File: src/logic/ixsp_pkg.sv
// Shared constants and types for the index decode and stack pointer unit.
// Assumes one processor clock; the register file and sequencer sit outside.
`default_nettype none

package ixsp_pkg;

  // Field positions inside the brief extension word.
  localparam int EXT_TYPE_BIT = 15;
  localparam int EXT_NUM_LSB = 12;
  localparam int EXT_WIDTH_BIT = 11;
  localparam int EXT_SCALE_LSB = 9;
  localparam int EXT_DISP_LSB = 0;

  // Supervisor state bit inside the status word.
  localparam int SW_SUPER_BIT = 13;
  // Base register suppress bit inside the full-format control register.
  localparam int FULL_SUPP_BIT = 0;

  // Address register number that names the system stack pointer.
  localparam logic [2:0] STACK_NUM = 3'h7;

  // APB byte offsets of the registers.
  localparam logic [7:0] OFS_EXT_WORD = 8'h00;
  localparam logic [7:0] OFS_STATUS_WORD = 8'h04;
  localparam logic [7:0] OFS_PRIV_SP = 8'h08;
  localparam logic [7:0] OFS_UNPRIV_SP = 8'h0c;
  localparam logic [7:0] OFS_BASE_ADDR = 8'h10;
  localparam logic [7:0] OFS_FULL_CTRL = 8'h14;
  localparam logic [7:0] OFS_INDEX_RESULT = 8'h18;
  localparam logic [7:0] OFS_EA_RESULT = 8'h1c;
  localparam logic [7:0] OFS_ACTIVE_SP = 8'h20;

  // Reset values.
  localparam logic [15:0] EXT_RESET = 16'h0000;
  localparam logic [15:0] SW_RESET = 16'h2000;
  localparam logic [31:0] SP_RESET = 32'h00000000;
  localparam logic [31:0] BASE_RESET = 32'h00000000;
  localparam logic FULL_SUPP_RESET = 1'b0;

  // Pointer steps in bytes.
  localparam logic [31:0] STEP_BYTE = 32'h00000001;
  localparam logic [31:0] STEP_WORD = 32'h00000002;
  localparam logic [31:0] STEP_LONG = 32'h00000004;

  // Operand sizes.
  typedef enum logic [1:0] {SZ_BYTE = 2'h0, SZ_WORD = 2'h1, SZ_LONG = 2'h2} size_type;

  // Stack and pointer operations requested by the sequencer.
  typedef enum logic [2:0] {
    OP_PREDEC = 3'h0, OP_POSTINC = 3'h1, OP_CALL = 3'h2, OP_RET = 3'h3, OP_TRAP = 3'h4
  } op_type;

  // What a memory access carries.
  typedef enum logic [1:0] {SRC_DATA = 2'h0, SRC_PC = 2'h1, SRC_SW = 2'h2} src_type;

  // Stack sequencer states, one-hot.
  typedef enum logic [1:0] {ST_IDLE = 2'b01, ST_TRAP_SW = 2'b10} state_type;

  // Index register selection sent to the register file.
  typedef struct packed {
    logic is_addr;
    logic [2:0] num;
  } index_sel_type;

  // Request from the sequencer.
  typedef struct packed {
    logic valid;
    op_type op;
    size_type size;
    logic write;
    logic [2:0] num;
    logic [31:0] pc;
  } stack_req_type;

  // Memory access issued toward the bus interface.
  typedef struct packed {
    logic valid;
    logic write;
    src_type src;
    size_type size;
    logic upper_byte;
    logic [31:0] addr;
    logic [31:0] data;
  } mem_access_type;

  // Write-back of a general address register.
  typedef struct packed {
    logic valid;
    logic [2:0] num;
    logic [31:0] value;
  } areg_update_type;

endpackage : ixsp_pkg

`default_nettype wire

File: src/logic/index_stack_unit.sv
// Index extension decoder and system stack pointer unit with an APB register port.
// Assumes the register file answers index and address register reads combinationally.
//
// Chosen here: the APB interface to the registers and the placing of the registers.
`timescale 1ns/1ns
`default_nettype none

module index_stack_unit #(
  parameter int APB_AW = 8
) (
  input wire logic i_clk,
  input wire logic i_nrst,
  input wire logic i_psel,
  input wire logic i_penable,
  input wire logic i_pwrite,
  input wire logic [APB_AW-1:0] i_paddr,
  input wire logic [31:0] i_pwdata,
  output logic [31:0] o_prdata,
  output logic o_pready,
  output logic o_pslverr,
  output var ixsp_pkg::index_sel_type o_index_sel,
  input wire logic [31:0] i_index_value,
  input wire ixsp_pkg::stack_req_type i_stack_req,
  output logic o_stack_ready,
  input wire logic [31:0] i_areg_value,
  output var ixsp_pkg::mem_access_type o_access,
  output var ixsp_pkg::areg_update_type o_areg_wr,
  output logic [31:0] o_index,
  output logic [31:0] o_ea,
  output logic o_supervisor
);

  // Software visible state.
  logic [15:0] ext_word;
  logic [15:0] status_word;
  logic [31:0] priv_sp;
  logic [31:0] unpriv_sp;
  logic [31:0] base_addr;
  logic base_supp;
  // Stack sequencer state.
  ixsp_pkg::state_type state;
  ixsp_pkg::state_type next_state;
  // Combinational results of the index decoder.
  logic [31:0] index_now;
  logic [31:0] disp_now;
  logic [31:0] ea_now;
  // Values chosen for the next memory access and register write-back.
  ixsp_pkg::mem_access_type next_access;
  ixsp_pkg::areg_update_type next_areg;
  // Hardware update of one of the two stack pointers.
  logic sp_we;
  logic sp_priv;
  logic [31:0] sp_val;
  logic set_super;
  // Helpers for the stack path.
  logic sup_mode;
  logic [31:0] active_sp;
  logic [31:0] step;
  logic [31:0] cur;
  logic [31:0] moved;
  logic is_sys;
  logic acc_req;
  logic wr_en;
  logic [31:0] rd_now;

  // True when the address names an implemented register.
  function automatic logic reg_hit(input logic [APB_AW-1:0] a);
    logic [7:0] o;
    o = 8'(a);
    reg_hit = (o == ixsp_pkg::OFS_EXT_WORD) || (o == ixsp_pkg::OFS_STATUS_WORD) ||
              (o == ixsp_pkg::OFS_PRIV_SP) || (o == ixsp_pkg::OFS_UNPRIV_SP) ||
              (o == ixsp_pkg::OFS_BASE_ADDR) || (o == ixsp_pkg::OFS_FULL_CTRL) ||
              (o == ixsp_pkg::OFS_INDEX_RESULT) || (o == ixsp_pkg::OFS_EA_RESULT) ||
              (o == ixsp_pkg::OFS_ACTIVE_SP);
  endfunction : reg_hit

  // Pointer step for a size; bytes on the system stack move a whole word.
  function automatic logic [31:0] step_of(input ixsp_pkg::size_type sz, input logic sys);
    unique case (sz)
      ixsp_pkg::SZ_BYTE: step_of = sys ? ixsp_pkg::STEP_WORD : ixsp_pkg::STEP_BYTE;
      ixsp_pkg::SZ_WORD: step_of = ixsp_pkg::STEP_WORD;
      default: step_of = ixsp_pkg::STEP_LONG;
    endcase
  endfunction : step_of

  // Builds one memory access record.
  function automatic ixsp_pkg::mem_access_type make_acc(input logic wr, input logic [31:0] a,
      input ixsp_pkg::size_type sz, input ixsp_pkg::src_type s, input logic hi, input logic [31:0] d);
    make_acc.valid = 1'b1;
    make_acc.write = wr;
    make_acc.src = s;
    make_acc.size = sz;
    make_acc.upper_byte = hi;
    make_acc.addr = a;
    make_acc.data = d;
  endfunction : make_acc

  // Index extraction is shared with the register file port.
  index_scale u_scale (
    .i_ext_word(ext_word),
    .i_value(i_index_value),
    .o_sel(o_index_sel),
    .o_index(index_now),
    .o_disp(disp_now)
  );

  // The base register is left out of the sum when suppressed.
  assign ea_now = (base_supp ? 32'h00000000 : base_addr) + index_now + disp_now;

  // Results are registered every cycle, whatever the scale, so latency is fixed.
  always_ff @(posedge i_clk or negedge i_nrst) begin
    if (!i_nrst) begin
      o_index <= 32'h00000000;
      o_ea <= 32'h00000000;
    end else begin
      o_index <= index_now;
      o_ea <= ea_now;
    end
  end

  // APB: zero wait states; read data is captured in the setup cycle.
  assign o_pready = 1'b1;
  assign o_pslverr = i_psel && i_penable && !reg_hit(i_paddr);
  assign wr_en = i_psel && i_penable && i_pwrite && reg_hit(i_paddr);

  // Read multiplexer; reserved bits read as zero.
  always_comb begin
    unique case (8'(i_paddr))
      ixsp_pkg::OFS_EXT_WORD: rd_now = {16'h0000, ext_word};
      ixsp_pkg::OFS_STATUS_WORD: rd_now = {16'h0000, status_word};
      ixsp_pkg::OFS_PRIV_SP: rd_now = priv_sp;
      ixsp_pkg::OFS_UNPRIV_SP: rd_now = unpriv_sp;
      ixsp_pkg::OFS_BASE_ADDR: rd_now = base_addr;
      ixsp_pkg::OFS_FULL_CTRL: rd_now = {31'h00000000, base_supp};
      ixsp_pkg::OFS_INDEX_RESULT: rd_now = o_index;
      ixsp_pkg::OFS_EA_RESULT: rd_now = o_ea;
      ixsp_pkg::OFS_ACTIVE_SP: rd_now = active_sp;
      default: rd_now = 32'h00000000;
    endcase
  end

  // Read data flop, loaded at the end of the setup cycle.
  always_ff @(posedge i_clk or negedge i_nrst) begin
    if (!i_nrst) begin
      o_prdata <= 32'h00000000;
    end else if (i_psel && !i_penable) begin
      o_prdata <= rd_now;
    end
  end

  // Plain configuration registers written by software.
  always_ff @(posedge i_clk or negedge i_nrst) begin
    if (!i_nrst) begin
      ext_word <= ixsp_pkg::EXT_RESET;
      base_addr <= ixsp_pkg::BASE_RESET;
      base_supp <= ixsp_pkg::FULL_SUPP_RESET;
    end else if (wr_en) begin
      if (8'(i_paddr) == ixsp_pkg::OFS_EXT_WORD) begin
        ext_word <= i_pwdata[15:0];
      end
      if (8'(i_paddr) == ixsp_pkg::OFS_BASE_ADDR) begin
        base_addr <= i_pwdata;
      end
      if (8'(i_paddr) == ixsp_pkg::OFS_FULL_CTRL) begin
        base_supp <= i_pwdata[ixsp_pkg::FULL_SUPP_BIT];
      end
    end
  end

  // Status word; a trap entering supervisor state wins over a software write.
  always_ff @(posedge i_clk or negedge i_nrst) begin
    if (!i_nrst) begin
      status_word <= ixsp_pkg::SW_RESET;
    end else if (set_super) begin
      status_word[ixsp_pkg::SW_SUPER_BIT] <= 1'b1;
    end else if (wr_en && 8'(i_paddr) == ixsp_pkg::OFS_STATUS_WORD) begin
      status_word <= i_pwdata[15:0];
    end
  end

  assign sup_mode = status_word[ixsp_pkg::SW_SUPER_BIT];
  assign o_supervisor = sup_mode;
  // The active pointer follows the supervisor bit; the other one is hidden.
  assign active_sp = sup_mode ? priv_sp : unpriv_sp;

  // Stack pointers; hardware pointer motion wins over a software write.
  always_ff @(posedge i_clk or negedge i_nrst) begin
    if (!i_nrst) begin
      priv_sp <= ixsp_pkg::SP_RESET;
      unpriv_sp <= ixsp_pkg::SP_RESET;
    end else begin
      if (sp_we && sp_priv) begin
        priv_sp <= sp_val;
      end else if (wr_en && 8'(i_paddr) == ixsp_pkg::OFS_PRIV_SP) begin
        priv_sp <= i_pwdata;
      end
      if (sp_we && !sp_priv) begin
        unpriv_sp <= sp_val;
      end else if (wr_en && 8'(i_paddr) == ixsp_pkg::OFS_UNPRIV_SP) begin
        unpriv_sp <= i_pwdata;
      end
    end
  end

  // A request is taken only while the sequencer is idle.
  assign o_stack_ready = (state == ixsp_pkg::ST_IDLE);
  assign acc_req = i_stack_req.valid && o_stack_ready;
  assign is_sys = (i_stack_req.num == ixsp_pkg::STACK_NUM);
  assign step = step_of(i_stack_req.size, is_sys);
  assign cur = is_sys ? active_sp : i_areg_value;

  // Chooses the next access, pointer update and state.
  always_comb begin
    next_state = state;
    next_access = '0;
    next_areg = '0;
    sp_we = 1'b0;
    sp_priv = sup_mode;
    sp_val = active_sp;
    set_super = 1'b0;
    moved = cur;
    unique case (state)
      ixsp_pkg::ST_IDLE: begin
        if (i_stack_req.valid) begin
          unique case (i_stack_req.op)
            ixsp_pkg::OP_PREDEC, ixsp_pkg::OP_POSTINC: begin
              // Predecrement moves first; postincrement uses the old value.
              if (i_stack_req.op == ixsp_pkg::OP_PREDEC) begin
                moved = cur - step;
                next_access = make_acc(i_stack_req.write, moved, i_stack_req.size,
                                       ixsp_pkg::SRC_DATA, is_sys && i_stack_req.size == ixsp_pkg::SZ_BYTE, 32'h0);
              end else begin
                moved = cur + step;
                next_access = make_acc(i_stack_req.write, cur, i_stack_req.size,
                                       ixsp_pkg::SRC_DATA, is_sys && i_stack_req.size == ixsp_pkg::SZ_BYTE, 32'h0);
              end
              if (is_sys) begin
                sp_we = 1'b1;
                sp_val = moved;
              end else begin
                next_areg.valid = 1'b1;
                next_areg.num = i_stack_req.num;
                next_areg.value = moved;
              end
            end
            ixsp_pkg::OP_CALL: begin
              // The return address goes onto the active stack.
              next_access = make_acc(1'b1, active_sp - ixsp_pkg::STEP_LONG, ixsp_pkg::SZ_LONG,
                                     ixsp_pkg::SRC_PC, 1'b0, i_stack_req.pc);
              sp_we = 1'b1;
              sp_val = active_sp - ixsp_pkg::STEP_LONG;
            end
            ixsp_pkg::OP_RET: begin
              // The return address is pulled from the same active stack.
              next_access = make_acc(1'b0, active_sp, ixsp_pkg::SZ_LONG, ixsp_pkg::SRC_PC, 1'b0, 32'h0);
              sp_we = 1'b1;
              sp_val = active_sp + ixsp_pkg::STEP_LONG;
            end
            ixsp_pkg::OP_TRAP: begin
              // Trap frame always lands on the privileged stack, PC first.
              next_access = make_acc(1'b1, priv_sp - ixsp_pkg::STEP_LONG, ixsp_pkg::SZ_LONG,
                                     ixsp_pkg::SRC_PC, 1'b0, i_stack_req.pc);
              sp_we = 1'b1;
              sp_priv = 1'b1;
              sp_val = priv_sp - ixsp_pkg::STEP_LONG;
              next_state = ixsp_pkg::ST_TRAP_SW;
            end
            default: begin
              // Undefined operation codes are dropped.
              next_state = ixsp_pkg::ST_IDLE;
            end
          endcase
        end
      end
      ixsp_pkg::ST_TRAP_SW: begin
        // Status word saved as it stood before the switch to supervisor.
        next_access = make_acc(1'b1, priv_sp - ixsp_pkg::STEP_WORD, ixsp_pkg::SZ_WORD,
                               ixsp_pkg::SRC_SW, 1'b0, {16'h0000, status_word});
        sp_we = 1'b1;
        sp_priv = 1'b1;
        sp_val = priv_sp - ixsp_pkg::STEP_WORD;
        set_super = 1'b1;
        next_state = ixsp_pkg::ST_IDLE;
      end
      default: begin
        next_state = ixsp_pkg::ST_IDLE;
      end
    endcase
  end

  // Sequencer state register.
  always_ff @(posedge i_clk or negedge i_nrst) begin
    if (!i_nrst) begin
      state <= ixsp_pkg::ST_IDLE;
    end else begin
      state <= next_state;
    end
  end

  // Access and write-back outputs are registered one cycle after acceptance.
  always_ff @(posedge i_clk or negedge i_nrst) begin
    if (!i_nrst) begin
      o_access <= '0;
      o_areg_wr <= '0;
    end else begin
      o_access <= next_access;
      o_areg_wr <= next_areg;
    end
  end
endmodule : index_stack_unit

`default_nettype wire

File: src/logic/index_scale.sv
// Brief extension word decoder: index selection, sizing, scaling, displacement.
// Assumes the register file returns the selected register within the same cycle.
`timescale 1ns/1ns
`default_nettype none

module index_scale (
  input wire logic [15:0] i_ext_word,
  input wire logic [31:0] i_value,
  output var ixsp_pkg::index_sel_type o_sel,
  output logic [31:0] o_index,
  output logic [31:0] o_disp
);

  // Index value after width selection, before scaling.
  logic [31:0] sized;

  // Purely combinational, so scaling costs no extra cycle.
  always_comb begin
    o_sel.is_addr = i_ext_word[ixsp_pkg::EXT_TYPE_BIT];
    o_sel.num = i_ext_word[ixsp_pkg::EXT_NUM_LSB +: 3];
    // A word index is sign extended from its low half.
    if (i_ext_word[ixsp_pkg::EXT_WIDTH_BIT]) begin
      sized = i_value;
    end else begin
      sized = {{16{i_value[15]}}, i_value[15:0]};
    end
    // Scale 00 leaves the index untouched, as the older format did.
    o_index = sized << i_ext_word[ixsp_pkg::EXT_SCALE_LSB +: 2];
    o_disp = {{24{i_ext_word[ixsp_pkg::EXT_DISP_LSB + 7]}}, i_ext_word[ixsp_pkg::EXT_DISP_LSB +: 8]};
  end

endmodule : index_scale

`default_nettype wire

File: config.mk
export PLATFORM = sky130hd
export DESIGN_NAME = index_stack_unit
export DESIGN_NICKNAME = d
export VERILOG_FILES = /design/src/logic/ixsp_pkg.sv /design/src/logic/index_stack_unit.sv /design/src/logic/index_scale.sv
export SDC_FILE = /design/constraint.sdc
export NUM_CORES = 1
export LEC_CHECK = 0
export BUFFER_PORTS_ARGS = -buffer_cell sky130_fd_sc_hd__buf_4
export CORE_MARGIN = 5
export CORE_UTILIZATION = 25
export DETAILED_ROUTE_END_ITERATION = 8
export PLACE_DENSITY = 0.38
export SKIP_CTS_REPAIR_TIMING = 1
export SLEW_MARGIN = 20
export SYNTH_ARGS = -nofsm -noshare
export SYNTH_HDL_FRONTEND = slang
export SYNTH_HIERARCHICAL = 1
export SYNTH_SLANG_ARGS = --single-unit
File: constraint.sdc
create_clock -name i_clk -period 14.16 [get_ports i_clk]
set_clock_uncertainty 0.05 [all_clocks]
set_input_delay 2.124 -clock i_clk [delete_from_list [all_inputs] [get_ports i_clk]]
set_output_delay 2.124 -clock i_clk [all_outputs]
set_load 0.05 [all_outputs]
# Yosys cells after proc, flatten, opt, wreduce, memory -nomap -nowiden
# Index checks and enable logic that the tools add are counted.
# word_totals
reg_bits,334
latch_bits,0
ramBits,0
rom_bits,0
word_cells,122
n_memories,0
# op_classes
addsub,8
n_mul,0
div_mod_pow,0
magnitude_cmp,0
eq_ne,18
n_shift,1
muxes,37
bitwise_logic,1
n_reduce_logical,36
# op_table
cell,count
two-way mux 32 bit,11
case mux 32 bit (9 select lines),1
case mux 71 bit (4 select lines),1
two-way mux 36 bit,4
case mux 71 bit (2 select lines),1
case mux 32 bit (4 select lines),1
adder 32 bit,3
two-way mux 71 bit,1
two-way mux 64 bit,1
case mux 32 bit (2 select lines),1
"subtractor 32 x 3 -> 32 bit, second input constant",2
"adder 32 x 3 -> 32 bit, second input constant",1
"== test 8 x 5 -> 1 bit, second input constant",4
<< shifter 32 x 2 -> 32 bit,1
"subtractor 32 x 2 -> 32 bit, second input constant",1
subtractor 32 bit,1
"== test 8 x 4 -> 1 bit, second input constant",2
two-way mux 14 bit,1
logical AND 1 bit,11
AND reduction 2 bit,5
"== test 8 x 3 -> 1 bit, second input constant",1
"== test 8 x 6 -> 1 bit, second input constant",1
logical NOT 8 bit,1
logical OR 1 bit,8
other kinds (19),36

# Logic depth before layout (Yosys ltp)
# logic_depth
ltp_word,13
mapped_depth,21
mapped_depth_nobuf,15

# By module
# The synthesis kept the hierarchy.
# modules_own_cells
module,instances,cells_per_inst,area_each_um2,seq_area_each_um2
index_stack_unit,1,2683,24180.7,8360.5
index_scale,1,116,1094.8,0.0

# Worst setup path after synthesis
# Ideal clock, no wire load.
# synth_path
path_kind,input -> register
startpoint,input port i_stack_req[34] (netlist bit)
endpoint,register priv_sp[26]
t_arrival_ps,5982
required_ps,13973
setup_slack_ps,7991
stages,19
path_cell_list,buf_2 nand3_1 buf_2 buf_2 buf_2 buf_1 buf_1 nand2_1 o21ai_0 ha_1 inv_1 fa_1 o21bai_1 o221a_2 nand3_1 or4_4 nor4bb_1 o32ai_2 a21oi_1
# synth_via
elab_chain_len,10
elab_cells_between_ends,18
# synth_lines
item,line,source
start: declaration,index_stack_unit.sv:23,"input wire ixsp_pkg::stack_req_type i_stack_req,"
== test 3 bit *,index_stack_unit.sv:208,assign is_sys = (i_stack_req.num == ixsp_pkg::STACK_NUM);
two-way mux 2 bit,index_stack_unit.sv:80,ixsp_pkg::SZ_BYTE: step_of = sys ? ixsp_pkg::STEP_WORD : ixsp_pkg::STEP_BYTE;
case mux 3 bit (2 select lines),index_stack_unit.sv:79,unique case (sz)
adder 32 bit / subtractor 32 bit (equally long branches),"index_stack_unit.sv:233, index_stack_unit.sv:229",
two-way mux 32 bit,index_stack_unit.sv:228,if (i_stack_req.op == ixsp_pkg::OP_PREDEC) begin
two-way mux 32 bit,index_stack_unit.sv:237,if (is_sys) begin
case mux 32 bit (4 select lines),index_stack_unit.sv:225,unique case (i_stack_req.op)
two-way mux 32 bit,index_stack_unit.sv:224,if (i_stack_req.valid) begin
case mux 32 bit (2 select lines),index_stack_unit.sv:222,unique case (state)
two-way mux 32 bit,index_stack_unit.sv:192,if (sp_we && sp_priv) begin
end signal: assignment,index_stack_unit.sv:189,priv_sp <= ixsp_pkg::SP_RESET;
end signal: assignment,index_stack_unit.sv:193,priv_sp <= sp_val;
end signal: assignment,index_stack_unit.sv:195,priv_sp <= i_pwdata;
end: declaration,index_stack_unit.sv:36,logic [31:0] priv_sp;
# Mark *: on every way between the ends. The rest lies on a longest branch, timed or not.
# A chain may end at the register's enable or synchronous reset.

# Worst setup path in the final report
# layout_path
startpoint,input port i_paddr[1]
endpoint,output port o_pslverr
# layout_via
elab_chain_len,11
elab_cells_between_ends,19
# layout_lines
item,line,source
start: declaration,index_stack_unit.sv:16,"input wire logic [APB_AW-1:0] i_paddr,"
== test 8 x 3 -> 1 bit / logical NOT 8 bit (equally long branches),index_stack_unit.sv:70,reg_hit = (o == ixsp_pkg::OFS_EXT_WORD) || (o == ixsp_pkg::OFS_STATUS_WORD) ||
logical OR 1 bit (2 in a row),index_stack_unit.sv:70,
logical OR 1 bit (2 in a row),index_stack_unit.sv:71,(o == ixsp_pkg::OFS_PRIV_SP) || (o == ixsp_pkg::OFS_UNPRIV_SP) ||
logical OR 1 bit (2 in a row),index_stack_unit.sv:72,(o == ixsp_pkg::OFS_BASE_ADDR) || (o == ixsp_pkg::OFS_FULL_CTRL) ||
logical OR 1 bit,index_stack_unit.sv:73,(o == ixsp_pkg::OFS_INDEX_RESULT) || (o == ixsp_pkg::OFS_EA_RESULT) ||
logical OR 1 bit *,index_stack_unit.sv:73,
logical NOT 1 bit *,index_stack_unit.sv:123,assign o_pslverr = i_psel && i_penable && !reg_hit(i_paddr);
logical AND 1 bit *,index_stack_unit.sv:123,
end: declaration,index_stack_unit.sv:20,"output logic o_pslverr,"
# Marked as above.

==> Implementation_results.wiki <==
{| class="wikitable"
! Metric !! Value
|-
| Req. time, crit path || 11.99 ns
|-
| Worst skew pair latency || about 0.63 ns
|-
| Proportion of synthesized chip area in sequential cells || 33.08%
|-
| Avg Synthesized Cell Area || 9.030 sq um
|-
| Yosys warning total || 6
|-
| Worst hold margin || 0.4308 ns
|-
| Net switching power figure || 1.788 mW
|-
| Leading cell type in the layout, fill and taps excluded || sky130_fd_sc_hd__buf_4
|-
| Total global routing track utilization || 22.94%
|-
| Largest area contributor in the synthesized netlist || sky130_fd_sc_hd__dfrtp_1
|-
| Via-per-instance ratio || 5.565
|-
| Startpoint-to-endpoint class of the critical path || in2out
|-
| Worst-path clk slew || 0.06 ns
|-
| Synthesized instance count || ~2800
|-
| Proportion of register bits with asynchronous set or reset after synthesis || 100.0%
|-
| Most frequent cells in the layout || sky130_fd_sc_hd__buf_4 (430), sky130_fd_sc_hd__dfrtp_1 (330), sky130_fd_sc_hd__nand2_1 (211)
|-
| Area overhead of the layout relative to synthesis || 21.32%
|-
| Flip-flop and latch count after synthesis || 334
|-
| Number of DRC markers in iteration 0 || approximately 2200
|-
| Clock buffers created by TritonCTS || 45
|-
| Core area || 100300 sq um
|-
| Largest fanout on the critical path || 35
|-
| Most used DFF post-synth || sky130_fd_sc_hd__dfrtp_1
|-
| Starting Density || roughly a quarter
|-
| Type of destination of the critical path || output port
|-
| Sw Ratio || 43.89%
|-
| Worst-path cell with the longest stage delay || sky130_fd_sc_hd__buf_4
|-
| Overall die height || 328.0 um
|-
| Minimum period implied by the final worst setup slack || 6.037 ns
|-
| Net count of the finished layout || 3249
|-
| Number of buffers added on ports || 360
|-
| DRC || 0
|-
| Part of the power in the clock network || between 30% and 40%
|-
| Area of the die || 107600 sq um
|-
| Number of maximum-capacitance violations || 0
|-
| Global-route wire length before repair || 183.2 mm
|-
| DRT Pass-1 Iters || 5
|-
| Pin count of the biggest net entering global routing || slightly below 70
|-
| Ordered list of cells on the worst path || buf_4 > nor4_1 > and4b_1 > buf_4 > o21ai_0 > and3_1 > buf_4
|-
| Area after DPL || 29070 sq um
|-
| Antenna violations before repair || 1
|-
| Critical path launch point type || primary input
|-
| EDFF count, synth || 0
|-
| Final weighted congestion in routability-driven placement || 0.9524
|-
| Overflow left after global routing || 0
|-
| Number of nets with antenna violations after detailed routing || 0
|-
| Max-slew headroom || 27.61%
|-
| Max-slew violations || 0
|-
| Vias in the first global route || 24200
|-
| Ranking of synthesized cells by area || sky130_fd_sc_hd__dfrtp_1 (33%), sky130_fd_sc_hd__mux2_2 (4.6%), sky130_fd_sc_hd__xnor2_1 (3.9%)
|-
| Number of H-tree levels || 2
|-
| Delay of the slowest critical-path stage || 0.42 ns
|-
| Max Root-Sink Buffers || 3
|-
| Setup TNS || 0 ns
|-
| CP Data Arrival Time || 3.86 ns
|-
| Clock root buffer || sky130_fd_sc_hd__clkbuf_16
|-
| HPWL after DPL || 99.63 mm
|-
| Cell area after layout || between 30000 and 40000 sq um
|-
| Total nets after synthesis || slightly above 3000
|-
| Slew @ Worst Pin || 1.080 ns
|-
| Final Core Density || 30.57%
|-
| Path category of the worst min-delay check || reg2reg
|-
| Highest Clock Rate || 0.1657 GHz
|-
| Ant. Diodes || 0
|-
| Buffering stage count on the worst path with inverters included || 3
|-
| Top-level I/O count || between 300 and 400
|-
| Cell variety after synth || ~110
|-
| Fin. Hold Viols || 0
|-
| Setup-violating endpoint count in the final report || 0
|-
| Number of clock sinks seen by CTS || 334
|-
| Most frequent CP cell || sky130_fd_sc_hd__buf_4
|-
| Cell-internal power || 2.286 mW
|-
| Routed Wire Length || 129.1 mm
|-
| Status || complete, no violations
|-
| Post-synthesis instance area || 25280 sq um
|-
| RSZ-0062 raised after global routing || false
|-
| Width of the chip || 328.0 um
|-
| Cell family contributing the most delay on the critical path || simple AND/OR/NAND/NOR gates
|-
| Area share of the largest cell type after synthesis || 32.87%
|-
| Sequential fraction of design power || 33.7%
|-
| Pwr per Cell Area || 132.8 nW/um^2
|-
| Comb pwr share || between 30% and 40%
|-
| Routed via count || 24560
|-
| Proportion of layout cells with a drive suffix above 1 || 22.77%
|-
| TritonCTS clock tree || yes
|-
| Detailed-route wire length per cell || 29.26 um
|-
| Static Leakage || 12.87 nW
|-
| Part of the cycle the worst path needs || 42.63%
|-
| Site row count || 116
|-
| Peak supply drop || 88.98 uV
|}
## power by group through the flow
stage	combinational, mW	clock [mW]	sequential (mW)
6_report	1.46	1.24	1.37
5_1_grt	1.54	1.32	1.39
4_1_cts	1.42	1.28	1.36
3_5_place_dp	1.41	0	1.38
3_3_place_gp	1.41	0	1.37
2_1_floorplan	0.907	0	1.24
## Yosys cell counts, types with 47 or more instances
library cell / number
sky130_fd_sc_hd__nand2_1: 211
sky130_fd_sc_hd__mux2i_1: 94
sky130_fd_sc_hd__a21oi_1: 154
sky130_fd_sc_hd__clkbuf_1: 143
sky130_fd_sc_hd__o21ai_0: 133
sky130_fd_sc_hd__xnor2_1: 112
sky130_fd_sc_hd__dfrtp_1: 332
sky130_fd_sc_hd__nor2b_1: 67
sky130_fd_sc_hd__nand3_1: 78
sky130_fd_sc_hd__mux2_2: 103
sky130_fd_sc_hd__inv_1: 47
sky130_fd_sc_hd__a22oi_1: 95
sky130_fd_sc_hd__nor3_1: 62
sky130_fd_sc_hd__nor2_1: 200
## path summary, 6_finish.rpt
kind	from	endpoint	slack, ns	cells after the start
max	i_paddr[1]	o_pslverr	8.12	7
min	o_prdata[3]$_DFFE_PN0P_	o_prdata[3]$_DFFE_PN0P_	0.43	1
max reg2reg	status_word[13]$_DFFE_PN1P_	priv_sp[31]$_DFFE_PN0P_	8.80	11
min reg2reg	o_prdata[3]$_DFFE_PN0P_	o_prdata[3]$_DFFE_PN0P_	0.43	1
max in group asynchronous	i_nrst	o_access[8]$_DFF_PN0_	10.70	3
min in group asynchronous	i_nrst	o_areg_wr[21]$_DFF_PN0_	1.45	1
## state kept, by name (all words and copies together), names as in the netlist
signal,cells
o_ea,32
status_word,16
o_prdata,32
o_areg_wr,36
o_index,32
state,2
priv_sp,32
o_access,71
base_addr,32
base_supp,1
unpriv_sp,32
ext_word,16
## metal layers
| layer | part of all wire [%] | GRT usage, % | up-vias |
|---|---|---|---|
| met1 | 47 | 33.98 | 12460 |
| met4 | 2.1 | 4.771 | 0 |
| met5 | 0 | 0 | - |
| li1 | - | - | 10880 |
| met3 | 6.8 | 3.784 | 130 |
| met2 | 44 | 35.22 | 1092 |
## through the flow
step,cells,setup slack [ns],power (mW)
6_report,4413,8.123,4.073
5_1_grt,4413,7.964,4.244
3_5_place_dp,4331,7.724,2.790
2_1_floorplan,2799,7.991,2.152
4_1_cts,4413,8.112,4.061
3_3_place_gp,4331,7.758,2.785
## area by class of cell
class                      instances  area [sq um]
fill                           10570         69630
multi-input combinational       2160         15580
sequential                       334          8367
timing repair buffer             431          3243
tap                             1357          1698
clock buffer                      60          1252
clock inverter                    22         339.1
inverter                          49         183.9
## cells by family (layout without fill, tap and decap cells)
family / after synthesis / count (layout) / share of synthesized area [%]
AND/OR/NAND/NOR: 867 / 867 / 17.77
AO/OA/AOI/OAI: 844 / 844 / 23.52
flip-flops: 334 / 334 / 33.08
buffers and inverters: 305 / 562 / 5.683
multiplexers: 213 / 213 / 9.643
XOR/XNOR: 158 / 158 / 5.475
adder cells (fa/ha/maj): 77 / 77 / 4.822
other: 1 / 1 / 0.01484
No activity file was read; power rests on OpenSTA's default activity.
